### src/hw/lbaf_params.svh
// constants of the lin receive block: offsets, fields, resets, counts
// assumes a 32-bit axi4-lite slave with byte addresses
`ifndef LBAF_PARAMS_SVH
`define LBAF_PARAMS_SVH
// register byte offsets
`define LBAF_A_CTRL0 6'h00
`define LBAF_A_MODESTAT 6'h04
`define LBAF_A_CTRL1 6'h08
`define LBAF_A_STAT0 6'h0c
`define LBAF_A_BAUD 6'h10
`define LBAF_A_RXDATA 6'h14
// banks behind ctrl1 / stat0
`define LBAF_BANK_MP 3'h0
`define LBAF_BANK_NF 3'h1
`define LBAF_BANK_LIN 3'h2
// link states
`define LBAF_LS_SLEEP 2'h0
`define LBAF_LS_WAIT 2'h1
`define LBAF_LS_ABAUD 2'h2
`define LBAF_LS_ACTIVE 2'h3
// status bit positions
`define LBAF_ST_RDY 0
`define LBAF_ST_OE 1
`define LBAF_ST_NE 2
`define LBAF_ST_WAKE 3
`define LBAF_ST_BRK 4
`define LBAF_ST_ABOV 5
`define LBAF_ST_ADR 6
// counts in bit times and clocks
`define LBAF_WAKE_BITS 4'h3
`define LBAF_BRK_BITS 4'hb
`define LBAF_BRK_SAT 4'hf
`define LBAF_AB_PRE_LAST 3'h7
`define LBAF_AB_EDGES 3'h5
`define LBAF_FLT_MINW 4'h4
// reset values, synch preload and bus response codes
`define LBAF_BAUD_RST 16'h0010
`define LBAF_FCNT_RST 11'h00f
`define LBAF_SYNC_PRE 8'haa
`define LBAF_RESP_OK 2'h0
`define LBAF_RESP_ERR 2'h2
`endif

### src/hw/lbaf_pkg.sv
// types of the lin receive block
// assumes nothing beyond the params header
package lbaf_pkg;
  typedef enum logic [2:0] {RX_IDLE, RX_START, RX_DATA, RX_ADDR, RX_STOP} lbaf_rx_t;
  typedef struct packed {
    logic linMasterSelect;
    logic linSlaveSelect;
    logic autobaudLoadEnable;
    logic [1:0] linLinkState;
  } lbaf_lin_t;
  typedef struct packed {
    logic awOk, wOk, bvalid, rvalid;
    logic [5:0] awAddr;
    logic [31:0] wData;
    logic [1:0] wStrb, bresp, rresp;
    logic [31:0] rdata;
    logic rxEn, mpMode;
    logic [2:0] bank, nfSel;
    lbaf_lin_t lin;
    logic [15:0] baud;
    logic rdy, oe, ne, wake, brk, abOvr, adr;
    logic [7:0] rxData;
    logic in1, filt, rxF, rxFd;
    logic [10:0] fcnt;
    lbaf_rx_t rst;
    logic [15:0] btim;
    logic [3:0] bidx;
    logic [7:0] shift;
    logic rxAdrBit, noisy;
    logic [15:0] lowCyc, abCnt;
    logic [3:0] lowBits, brkLen;
    logic [2:0] pre, abEdges;
  } lbaf_state_t;
endpackage : lbaf_pkg

### src/hw/lbaf_uart.sv
// lin receive path: noise filter, 9-bit receiver, break/wake timing, autobaud
// assumes rxd synchronous to clk and an axi4-lite master on the register port
//
// The register addresses and register access over AXI4-Lite are this design's own decisions.
`timescale 1ns/1ps
`default_nettype none
`include "lbaf_params.svh"

// Behaviour
// - in multiprocessor mode an address flag bit follows data bits, before stop.
// - while the cpu is stopped nothing is detected or timed here except by the noise filter, which keeps running.
// - enabled, running and in link state sleep, low pulses of 3 bit times or more flag wake-up.
// - break length readable in bit times, four bits, saturating at fh.
// - software writing link state 00 selects sleep; hardware never enters sleep.
// - slave mode is master select 0, slave select 1, link state 01.
// - in wait-for-break a low of 11 bit times flags break; shorter does not.
// - after a valid break hardware enters autobaud and times the synch character.
// - autobaud counter steps every 8th clock from start bit to bit 7.
// - measured count goes to the baud divider only with autobaud load enable.
// - autobaud counter overflow flags overrun and leaves the divider unchanged.
// - noise filter is a saturating up/down counter, 4 to 11 bits wide.
// - filter output falls on stepping into zeros, rises on stepping into ones.
// - the filter delays the received stream by three clocks.
// - unsaturated indicator seen at a bit centre sets the noise error flag.
// - ctrl1 and stat0 accesses reach the bank chosen by the bank select.
module lbaf_uart import lbaf_pkg::*; (
  input wire logic clk,
  input wire logic nrst,
  input wire logic [5:0] s_axi_awaddr,
  input wire logic s_axi_awvalid,
  output logic s_axi_awready,
  input wire logic [31:0] s_axi_wdata,
  input wire logic [3:0] s_axi_wstrb,
  input wire logic s_axi_wvalid,
  output logic s_axi_wready,
  output logic [1:0] s_axi_bresp,
  output logic s_axi_bvalid,
  input wire logic s_axi_bready,
  input wire logic [5:0] s_axi_araddr,
  input wire logic s_axi_arvalid,
  output logic s_axi_arready,
  output logic [31:0] s_axi_rdata,
  output logic [1:0] s_axi_rresp,
  output logic s_axi_rvalid,
  input wire logic s_axi_rready,
  input wire logic rxd,
  input wire logic cpuStopped,
  output logic rxFiltered,
  output logic [1:0] linLinkState
);
  lbaf_state_t s_r, s_nxt;
  logic active, fall, rise, linSlave, rxOn, unsat, doWr, tick, abStep;
  logic [10:0] maxv;
  logic [15:0] per, pm1, half, abVal, lowBase;
  logic [3:0] bitsBase;
  logic [31:0] rd;

  assign active = s_r.rxEn && !cpuStopped;
  assign fall = s_r.rxFd && !s_r.rxF;
  assign rise = !s_r.rxFd && s_r.rxF;
  assign linSlave = !s_r.lin.linMasterSelect && s_r.lin.linSlaveSelect;
  assign rxOn = active && !(linSlave && s_r.lin.linLinkState[1] != s_r.lin.linLinkState[0]);
  assign maxv = 11'((11'h1 << (4'(s_r.nfSel) + `LBAF_FLT_MINW)) - 11'h1);
  assign unsat = s_r.fcnt != 11'h0 && s_r.fcnt != maxv;
  // a zero divider would never tick, so it runs as one
  assign per = (s_r.baud == 16'h0) ? 16'h1 : s_r.baud;
  assign pm1 = per - 16'h1;
  assign half = per >> 1;
  assign doWr = s_r.awOk && s_r.wOk && !s_r.bvalid;
  assign tick = s_r.btim == pm1;
  assign abStep = s_r.pre == `LBAF_AB_PRE_LAST;
  // the step that lands on the closing edge still belongs to the period
  assign abVal = abStep ? s_r.abCnt + 16'h1 : s_r.abCnt;
  // the falling-edge clock is the first low clock, so n periods count n
  assign lowBase = fall ? 16'h0 : s_r.lowCyc;
  assign bitsBase = fall ? 4'h0 : s_r.lowBits;

  assign s_axi_awready = !s_r.awOk;
  assign s_axi_wready = !s_r.wOk;
  assign s_axi_arready = !s_r.rvalid;
  assign s_axi_bvalid = s_r.bvalid;
  assign s_axi_bresp = s_r.bresp;
  assign s_axi_rvalid = s_r.rvalid;
  assign s_axi_rdata = s_r.rdata;
  assign s_axi_rresp = s_r.rresp;
  assign rxFiltered = s_r.rxF;
  assign linLinkState = s_r.lin.linLinkState;

  // ----------------------------------------
  // read mux
  // ----------------------------------------
  always_comb begin
    rd = 32'h0;
    case (s_axi_araddr)
      `LBAF_A_CTRL0: rd[0] = s_r.rxEn;
      `LBAF_A_MODESTAT: rd[7:0] = {s_r.brkLen, 1'b0, s_r.bank};
      `LBAF_A_CTRL1: begin
        case (s_r.bank)
          `LBAF_BANK_MP: rd[0] = s_r.mpMode;
          `LBAF_BANK_NF: rd[2:0] = s_r.nfSel;
          `LBAF_BANK_LIN: rd[4:0] = s_r.lin;
          default: rd = 32'h0;
        endcase
      end
      `LBAF_A_STAT0: begin
        case (s_r.bank)
          `LBAF_BANK_MP: rd[6:0] = {s_r.adr, s_r.abOvr, s_r.brk, s_r.wake, s_r.ne, s_r.oe, s_r.rdy};
          `LBAF_BANK_LIN: rd[6:0] = {unsat, s_r.lin.linLinkState, s_r.brkLen};
          default: rd = 32'h0;
        endcase
      end
      `LBAF_A_BAUD: rd[15:0] = s_r.baud;
      `LBAF_A_RXDATA: rd[8:0] = {s_r.adr, s_r.rxData};
      default: rd = 32'h0;
    endcase
  end

  // ----------------------------------------
  // next state
  // ----------------------------------------
  always_comb begin
    s_nxt = s_r;
    // bus slave: address and data taken in either order
    if (s_axi_awvalid && !s_r.awOk) begin
      s_nxt.awOk = 1'b1;
      s_nxt.awAddr = s_axi_awaddr;
    end
    if (s_axi_wvalid && !s_r.wOk) begin
      s_nxt.wOk = 1'b1;
      s_nxt.wData = s_axi_wdata;
      s_nxt.wStrb = s_axi_wstrb[1:0];
    end
    if (s_r.bvalid && s_axi_bready) begin
      s_nxt.bvalid = 1'b0;
    end
    if (doWr) begin
      s_nxt.awOk = 1'b0;
      s_nxt.wOk = 1'b0;
      s_nxt.bvalid = 1'b1;
      s_nxt.bresp = (s_r.awAddr > `LBAF_A_RXDATA || s_r.awAddr[1:0] != 2'h0) ? `LBAF_RESP_ERR : `LBAF_RESP_OK;
      if (s_r.wStrb[0]) begin
        case (s_r.awAddr)
          `LBAF_A_CTRL0: s_nxt.rxEn = s_r.wData[0];
          `LBAF_A_MODESTAT: s_nxt.bank = s_r.wData[2:0];
          `LBAF_A_CTRL1: begin
            case (s_r.bank)
              `LBAF_BANK_MP: s_nxt.mpMode = s_r.wData[0];
              `LBAF_BANK_NF: s_nxt.nfSel = s_r.wData[2:0];
              `LBAF_BANK_LIN: s_nxt.lin = s_r.wData[4:0];
              default: s_nxt.lin = s_r.lin;
            endcase
          end
          `LBAF_A_STAT0: begin
            if (s_r.bank == `LBAF_BANK_MP) begin
              s_nxt.oe = s_r.oe && !s_r.wData[`LBAF_ST_OE];
              s_nxt.ne = s_r.ne && !s_r.wData[`LBAF_ST_NE];
              s_nxt.wake = s_r.wake && !s_r.wData[`LBAF_ST_WAKE];
              s_nxt.brk = s_r.brk && !s_r.wData[`LBAF_ST_BRK];
              s_nxt.abOvr = s_r.abOvr && !s_r.wData[`LBAF_ST_ABOV];
            end
          end
          `LBAF_A_BAUD: s_nxt.baud[7:0] = s_r.wData[7:0];
          default: s_nxt.rxEn = s_r.rxEn;
        endcase
      end
      if (s_r.wStrb[1] && s_r.awAddr == `LBAF_A_BAUD) begin
        s_nxt.baud[15:8] = s_r.wData[15:8];
      end
    end
    if (s_r.rvalid && s_axi_rready) begin
      s_nxt.rvalid = 1'b0;
    end
    if (s_axi_arvalid && !s_r.rvalid) begin
      s_nxt.rvalid = 1'b1;
      s_nxt.rdata = rd;
      s_nxt.rresp = (s_axi_araddr > `LBAF_A_RXDATA || s_axi_araddr[1:0] != 2'h0) ? `LBAF_RESP_ERR : `LBAF_RESP_OK;
      // reading the data word frees the holding register
      if (s_axi_araddr == `LBAF_A_RXDATA) begin
        s_nxt.rdy = 1'b0;
      end
    end

    // noise filter; hardware sets below win over the clears above
    s_nxt.in1 = rxd;
    if (s_r.fcnt > maxv) begin
      s_nxt.fcnt = maxv;
    end else if (s_r.in1 && s_r.fcnt != maxv) begin
      s_nxt.fcnt = s_r.fcnt + 11'h1;
    end else if (!s_r.in1 && s_r.fcnt != 11'h0) begin
      s_nxt.fcnt = s_r.fcnt - 11'h1;
    end
    if (s_r.in1 && s_nxt.fcnt == maxv && s_r.fcnt != maxv) begin
      s_nxt.filt = 1'b1;
    end
    if (!s_r.in1 && s_nxt.fcnt == 11'h0 && s_r.fcnt != 11'h0) begin
      s_nxt.filt = 1'b0;
    end
    s_nxt.rxF = s_r.filt; // third clock of delay
    s_nxt.rxFd = s_r.rxF;

    // low-time measurement in bit periods
    if (!active) begin
      s_nxt.lowCyc = 16'h0;
      s_nxt.lowBits = 4'h0;
    end else if (!s_r.rxF) begin
      s_nxt.lowCyc = (lowBase == pm1) ? 16'h0 : lowBase + 16'h1;
      s_nxt.lowBits = bitsBase;
      if (lowBase == pm1 && bitsBase != `LBAF_BRK_SAT) begin
        s_nxt.lowBits = bitsBase + 4'h1;
      end
    end
    // ordinary zero bits stay below the wake length, so they leave the count alone
    if (active && rise && s_r.lowBits >= `LBAF_WAKE_BITS) begin
      s_nxt.brkLen = s_r.lowBits;
      if (s_r.lin.linLinkState == `LBAF_LS_SLEEP) begin
        s_nxt.wake = 1'b1;
      end
      if (linSlave && s_r.lin.linLinkState == `LBAF_LS_WAIT && s_r.lowBits >= `LBAF_BRK_BITS) begin
        s_nxt.brk = 1'b1;
        s_nxt.lin.linLinkState = `LBAF_LS_ABAUD;
        s_nxt.abEdges = 3'h0;
      end
    end

    // receiver, sampling at bit centres
    case (s_r.rst)
      RX_IDLE: begin
        if (fall) begin
          s_nxt.rst = RX_START;
          s_nxt.btim = 16'h0;
          s_nxt.noisy = 1'b0;
        end
      end
      RX_START: begin
        s_nxt.btim = s_r.btim + 16'h1;
        if (s_r.btim == half) begin
          s_nxt.rst = s_r.rxF ? RX_IDLE : RX_DATA;
          s_nxt.btim = 16'h0;
          s_nxt.bidx = 4'h0;
          s_nxt.noisy = unsat;
        end
      end
      RX_DATA, RX_ADDR, RX_STOP: begin
        s_nxt.btim = tick ? 16'h0 : s_r.btim + 16'h1;
        if (tick) begin
          s_nxt.noisy = s_r.noisy || unsat;
          if (s_r.rst == RX_DATA) begin
            s_nxt.shift = {s_r.rxF, s_r.shift[7:1]};
            s_nxt.bidx = s_r.bidx + 4'h1;
            if (s_r.bidx == 4'h7) begin
              s_nxt.rst = s_r.mpMode ? RX_ADDR : RX_STOP;
            end
          end else if (s_r.rst == RX_ADDR) begin
            s_nxt.rxAdrBit = s_r.rxF;
            s_nxt.rst = RX_STOP;
          end else begin
            s_nxt.rst = RX_IDLE;
            s_nxt.rxData = s_r.shift;
            s_nxt.adr = s_r.mpMode && s_r.rxAdrBit;
            s_nxt.rdy = 1'b1;
            // built on the next value so a same-cycle clear is kept when nothing new sets
            s_nxt.oe = s_nxt.oe || s_r.rdy;
            s_nxt.ne = s_nxt.ne || s_r.noisy || unsat;
          end
        end
      end
      default: s_nxt.rst = RX_IDLE;
    endcase
    if (!rxOn) begin
      s_nxt.rst = RX_IDLE;
    end

    // autobaud over the synch character
    if (active && s_r.lin.linLinkState == `LBAF_LS_ABAUD) begin
      if (s_r.abEdges == 3'h0) begin
        if (fall) begin
          s_nxt.abEdges = 3'h1;
          s_nxt.pre = 3'h0;
          s_nxt.abCnt = 16'h0;
        end
      end else begin
        s_nxt.pre = s_r.pre + 3'h1;
        if (abStep) begin
          s_nxt.abCnt = s_r.abCnt + 16'h1;
        end
        if (abStep && s_r.abCnt == 16'hffff) begin
          s_nxt.abOvr = 1'b1;
          s_nxt.oe = 1'b1;
          s_nxt.abEdges = 3'h0;
          s_nxt.lin.linLinkState = `LBAF_LS_ACTIVE;
        end else if (fall && s_r.abEdges + 3'h1 == `LBAF_AB_EDGES) begin
          // fifth falling edge is the start of bit 7
          s_nxt.abEdges = 3'h0;
          s_nxt.lin.linLinkState = `LBAF_LS_ACTIVE;
          if (s_r.lin.autobaudLoadEnable) begin
            s_nxt.baud = abVal;
          end
          s_nxt.rst = RX_DATA;
          s_nxt.bidx = 4'h7;
          s_nxt.shift = `LBAF_SYNC_PRE;
          s_nxt.noisy = 1'b0;
          s_nxt.btim = (s_r.lin.autobaudLoadEnable && abVal != 16'h0) ? abVal >> 1 : half;
        end else if (fall) begin
          s_nxt.abEdges = s_r.abEdges + 3'h1;
        end
      end
    end
  end

  always_ff @(posedge clk or negedge nrst) begin
    if (!nrst) begin
      s_r <= '0;
      s_r.in1 <= 1'b1;
      s_r.filt <= 1'b1;
      s_r.rxF <= 1'b1;
      s_r.rxFd <= 1'b1;
      s_r.fcnt <= `LBAF_FCNT_RST;
      s_r.baud <= `LBAF_BAUD_RST;
    end else begin
      s_r <= s_nxt;
    end
  end
endmodule : lbaf_uart
`default_nettype wire

### config.mk
export PLATFORM = sky130hd
export DESIGN_NAME = lbaf_uart
export DESIGN_NICKNAME = d
export VERILOG_FILES = /design/src/hw/lbaf_pkg.sv /design/src/hw/lbaf_uart.sv
export VERILOG_INCLUDE_DIRS = /design/src /design/src/hw
export SDC_FILE = /design/constraint.sdc
export NUM_CORES = 1
export LEC_CHECK = 0
export BUFFER_PORTS_ARGS = -buffer_cell sky130_fd_sc_hd__buf_2
export CAP_MARGIN = 5
export CORE_MARGIN = 3
export CORE_UTILIZATION = 38
export CTS_CLUSTER_SIZE = 14
export DETAILED_ROUTE_END_ITERATION = 10
export HOLD_SLACK_MARGIN = 0.03
export PLACE_DENSITY = 0.55
export SLEW_MARGIN = 20
export SYNTH_ARGS = -nofsm -noshare
export SYNTH_HDL_FRONTEND = slang
export SYNTH_SLANG_ARGS = --single-unit
### constraint.sdc
create_clock -name clk -period 4.1 [get_ports clk]
set_clock_uncertainty 0.05 [all_clocks]
set_input_delay 0.205 -clock clk [delete_from_list [all_inputs] [get_ports clk]]
set_output_delay 0.205 -clock clk [all_outputs]
set_load 0.03 [all_outputs]
==> key figures <==
GRT
  • GR Util All Layers: 0.216
  • First-pass GRT wire length: 58,200 um
  • Initial antenna violation count: 0
  • Gr ovfl total: 0
  • Largest net degree at the start of global routing: 103
  • Vias in the first global route: 10,300

Clock network
  • CTS max path bufs: 2
  • CTS Buf Count: 17
  • Root buf cell: clkbuf_16
  • CTS tree: yes
  • Worst-path clk slew: 0.07 ns
  • Insertion delay to the later sink of the worst-skew pair: 0.44 ns
  • H-tree lvl count: 4
  • Clock tree sinks: approximately 180

Critical path
  • CP Class: register to register
  • Critical path fanouts, max: 7
  • Required @ worst endpoint: 4.37 ns
  • CP Launch Type: register
  • Worst Setup SP: s_r[116]$_DFF_PN0_
  • Worst r2r src: s_r[116]$_DFF_PN0_
  • Worst endpoint data arrival time: 4.22 ns
  • Critical Path End Type: register

Route
  • WL met2: 16,800 um
  • Vias per cell: 5.74
  • Routed wire length: between 30,000 and 40,000 um
  • Met3 wire length: between 1500 and 2000 um
  • Initial DRC Count: roughly 870
  • DRC violations left: 0
  • Met1 WL: 17,600 um
  • TritonRoute pass-1 iters: 5
  • Wire per inst: 19.6 um
  • Highest metal used: met4
  • Vias: 10,600
  • ANT nets after route: 0

Synthesis
  • Xor/xnor share of the synthesized area: 0.0607
  • Yosys warnings: 0
  • Post-synthesis sequential area ratio: 0.378
  • Synthesized area per cell: 8.94 um^2
  • Synth Register Bits: approximately 180
  • Synth Flop Type: dfrtp_1
  • Mapped Cells: 1,364
  • Simple-Gate Fraction of Synth Area: 0.203
  • Synth async-reset ratio: 1.00
  • Post-synth EDFFs: 0
  • Compound-cell area share of the yosys netlist: 0.177
  • Multiplexer share of the synthesized area: 0.0887
  • Yosys cell types: 84
  • Post-Syn Area: around 12,000 um^2
  • Largest family of logic cells by synthesized area: simple AND/OR/NAND/NOR gates
  • Synth Area in Adders: 0.0256

Timing
  • Max-slew violation count: 0
  • Slew @ Worst Pin: approximately 1.0 ns
  • Setup tns final: 0 ns
  • Setup violators final: 0
  • Fin. Hold Viols: 0
  • Post-layout minimum cycle time: 3.95 ns
  • FMAX: 0.253 GHz
  • Final period util: 0.962
  • Slew HR: 0.302

Die
  • Boundary pin count: 101
  • DIE AREA: ~34,000 um^2
  • Die Wd: 185 um
  • Initial core utilization: 0.392
  • Core area: 31,100 um^2
  • Num rows: 64
  • Height of the die: roughly 190 um

Placed design
  • Detailed placement HPWL: 26,600 um
  • Area after DPL: 13,100 um^2
  • I/O Buffers: 64
  • DP Cell Count: around 1,800
  • Final RePlAce weighted congestion: 0.894

Hold path
  • Hold Path Class: input pin to register
  • Worst Hold Launch: s_axi_araddr[0]

Finish
  • Most common cell after layout, fill and taps aside: dfrtp_1
  • Commonest cells after routing, fill and taps aside: dfrtp_1, nand2_1, o21ai_0
  • Multi-input logic area: 7040 um^2
  • Ant. Diodes: 0
  • Seq. cell area: 4620 um^2
  • Finished Cell Area: around 14,000 um^2
  • Filler cells: about 3,000
  • Layout cells sized above 1: 0.206
  • Layout area overhead: 16.2%
  • # nets final: 1,529
  • Final cell count without fillers: 1,856

Run status
  • Status: finished clean

Power and ir drop
  • Peak VDD IR: 0.318 mV
  • Pwr Density: around 540 nW/um^2
  • P_leak: 6.06 nW

Flow run
  • Max Cap Viol: 0
==> cells by family (layout without fill, tap and decap cells) <==
| group | after synthesis | after routing |
|---|---|---|
| mux | 100 | 100 |
| buf+inv | 171 | 247 |
| simple gates | 483 | 483 |
| fa+ha+maj | 25 | 25 |
| xor+xnor | 78 | 78 |
| other cells | 1 | 21 |
| compound gates | 322 | 322 |
| flops | 184 | 184 |
==> sequential cells by signal, indices dropped and copies added, names as in the netlist <==
signal,count
s_axi_rvalid,1
rxFiltered,1
s_axi_rresp,1
s_axi_rdata,16
s_axi_bvalid,1
s_r,160
linLinkState,2
s_axi_bresp,1
s_nxt,1
==> timing repair <==
item,in CTS,in global routing
hold endpoints to repair,119,0
resized for setup,14,26
setup buffers,0,1
hold buffers,30,0
setup endpoints to repair,45,64
pin swaps,5,12
==> critical path, cell delays in order, from the launching register on <==
cell and delay (ns):
dfrtp_1 0.38, or4_4 0.57, nor4_4 0.27, a21o_1 0.20, inv_2 0.06, ha_4 0.23
a22oi_2 0.14, o221ai_2 0.11, a31o_2 0.24, a2111oi_4 0.34, nand4_1 0.14, nor4b_2 0.27
buf_4 0.22, buf_6 0.11, buf_4 0.10, nand3_2 0.07, mux2_4 0.32
==> cell usage after synthesis (22+ instances only) <==
master    instances  area, um^2
xnor2_1          34         298
nand2_1         140         526
nand3_1          60         300
a21oi_1          49         245
nor3_1           29         145
inv_1            39         146
o211ai_1         31         233
mux2i_1          35         350
buf_4            39         293
nand4_1          25         156
o21ai_0          96         480
clkbuf_1         77         289
xor2_1           40         350
dfrtp_1         175        4380
nor2_1           87         327
mux2_2           65         732
ha_1             25         313
nor4_1           22         138
==> metal layers <==
| metal | global-route usage | vias to the layer above |
|---|---|---|
| met2 | 0.343 | 286 |
| met5 | 0 | - |
| met3 | 0.0338 | 31 |
| met1 | 0.312 | 5225 |
| li1 | - | 5104 |
| met4 | 0.0468 | 0 |
==> power breakdown <==
group          total (mW)  switching (mW)  internal [mW]
registers            2.49           0.348           2.14
clock network        1.72           0.769          0.949
logic                3.43            1.94           1.48
total                7.63            3.06           4.57
==> area by class of cell <==
type | instances | area share
Inverter | 40 | 0.0106
Clock inverter | 13 | 0.0108
Timing Repair Buffer | 175 | 0.0893
Tap cell | 396 | 0.0350
Clock buffer | 19 | 0.0320
Sequential cell | 184 | 0.326
Multi-Input combinational cell | 1029 | 0.497
==> per-stage QoR <==
stage,hold slack [ns],util,total power [mW],setup slack (ns)
2_1_floorplan,-0.141,-,4.59,-0.0173
6_report,0.148,0.455,7.63,0.154
4_1_cts,0.137,0.451,7.55,-0.00405
5_1_grt,0.143,0.455,8.08,-0.00220
3_3_place_gp,0.261,0.421,5.71,-0.105
3_5_place_dp,0.274,0.421,5.73,-0.157
==> worst paths after layout <==
path                                         endpoint  slack, ns  depth (start not counted)
setup / recovery                  s_r[47]$_DFFE_PN0P_       0.15                         16
hold / removal             s_axi_rresp[1]$_DFFE_PN0P_       0.15                          3
setup reg to reg                  s_r[47]$_DFFE_PN0P_       0.15                         16
hold reg to reg                  rxFiltered$_DFF_PN1_       0.34                          0
max in group asynchronous           s_r[56]$_DFF_PN0_       2.64                          3
min in group asynchronous           s_r[83]$_DFF_PN0_       0.38                          2
No activity file was read; power rests on OpenSTA's default activity.
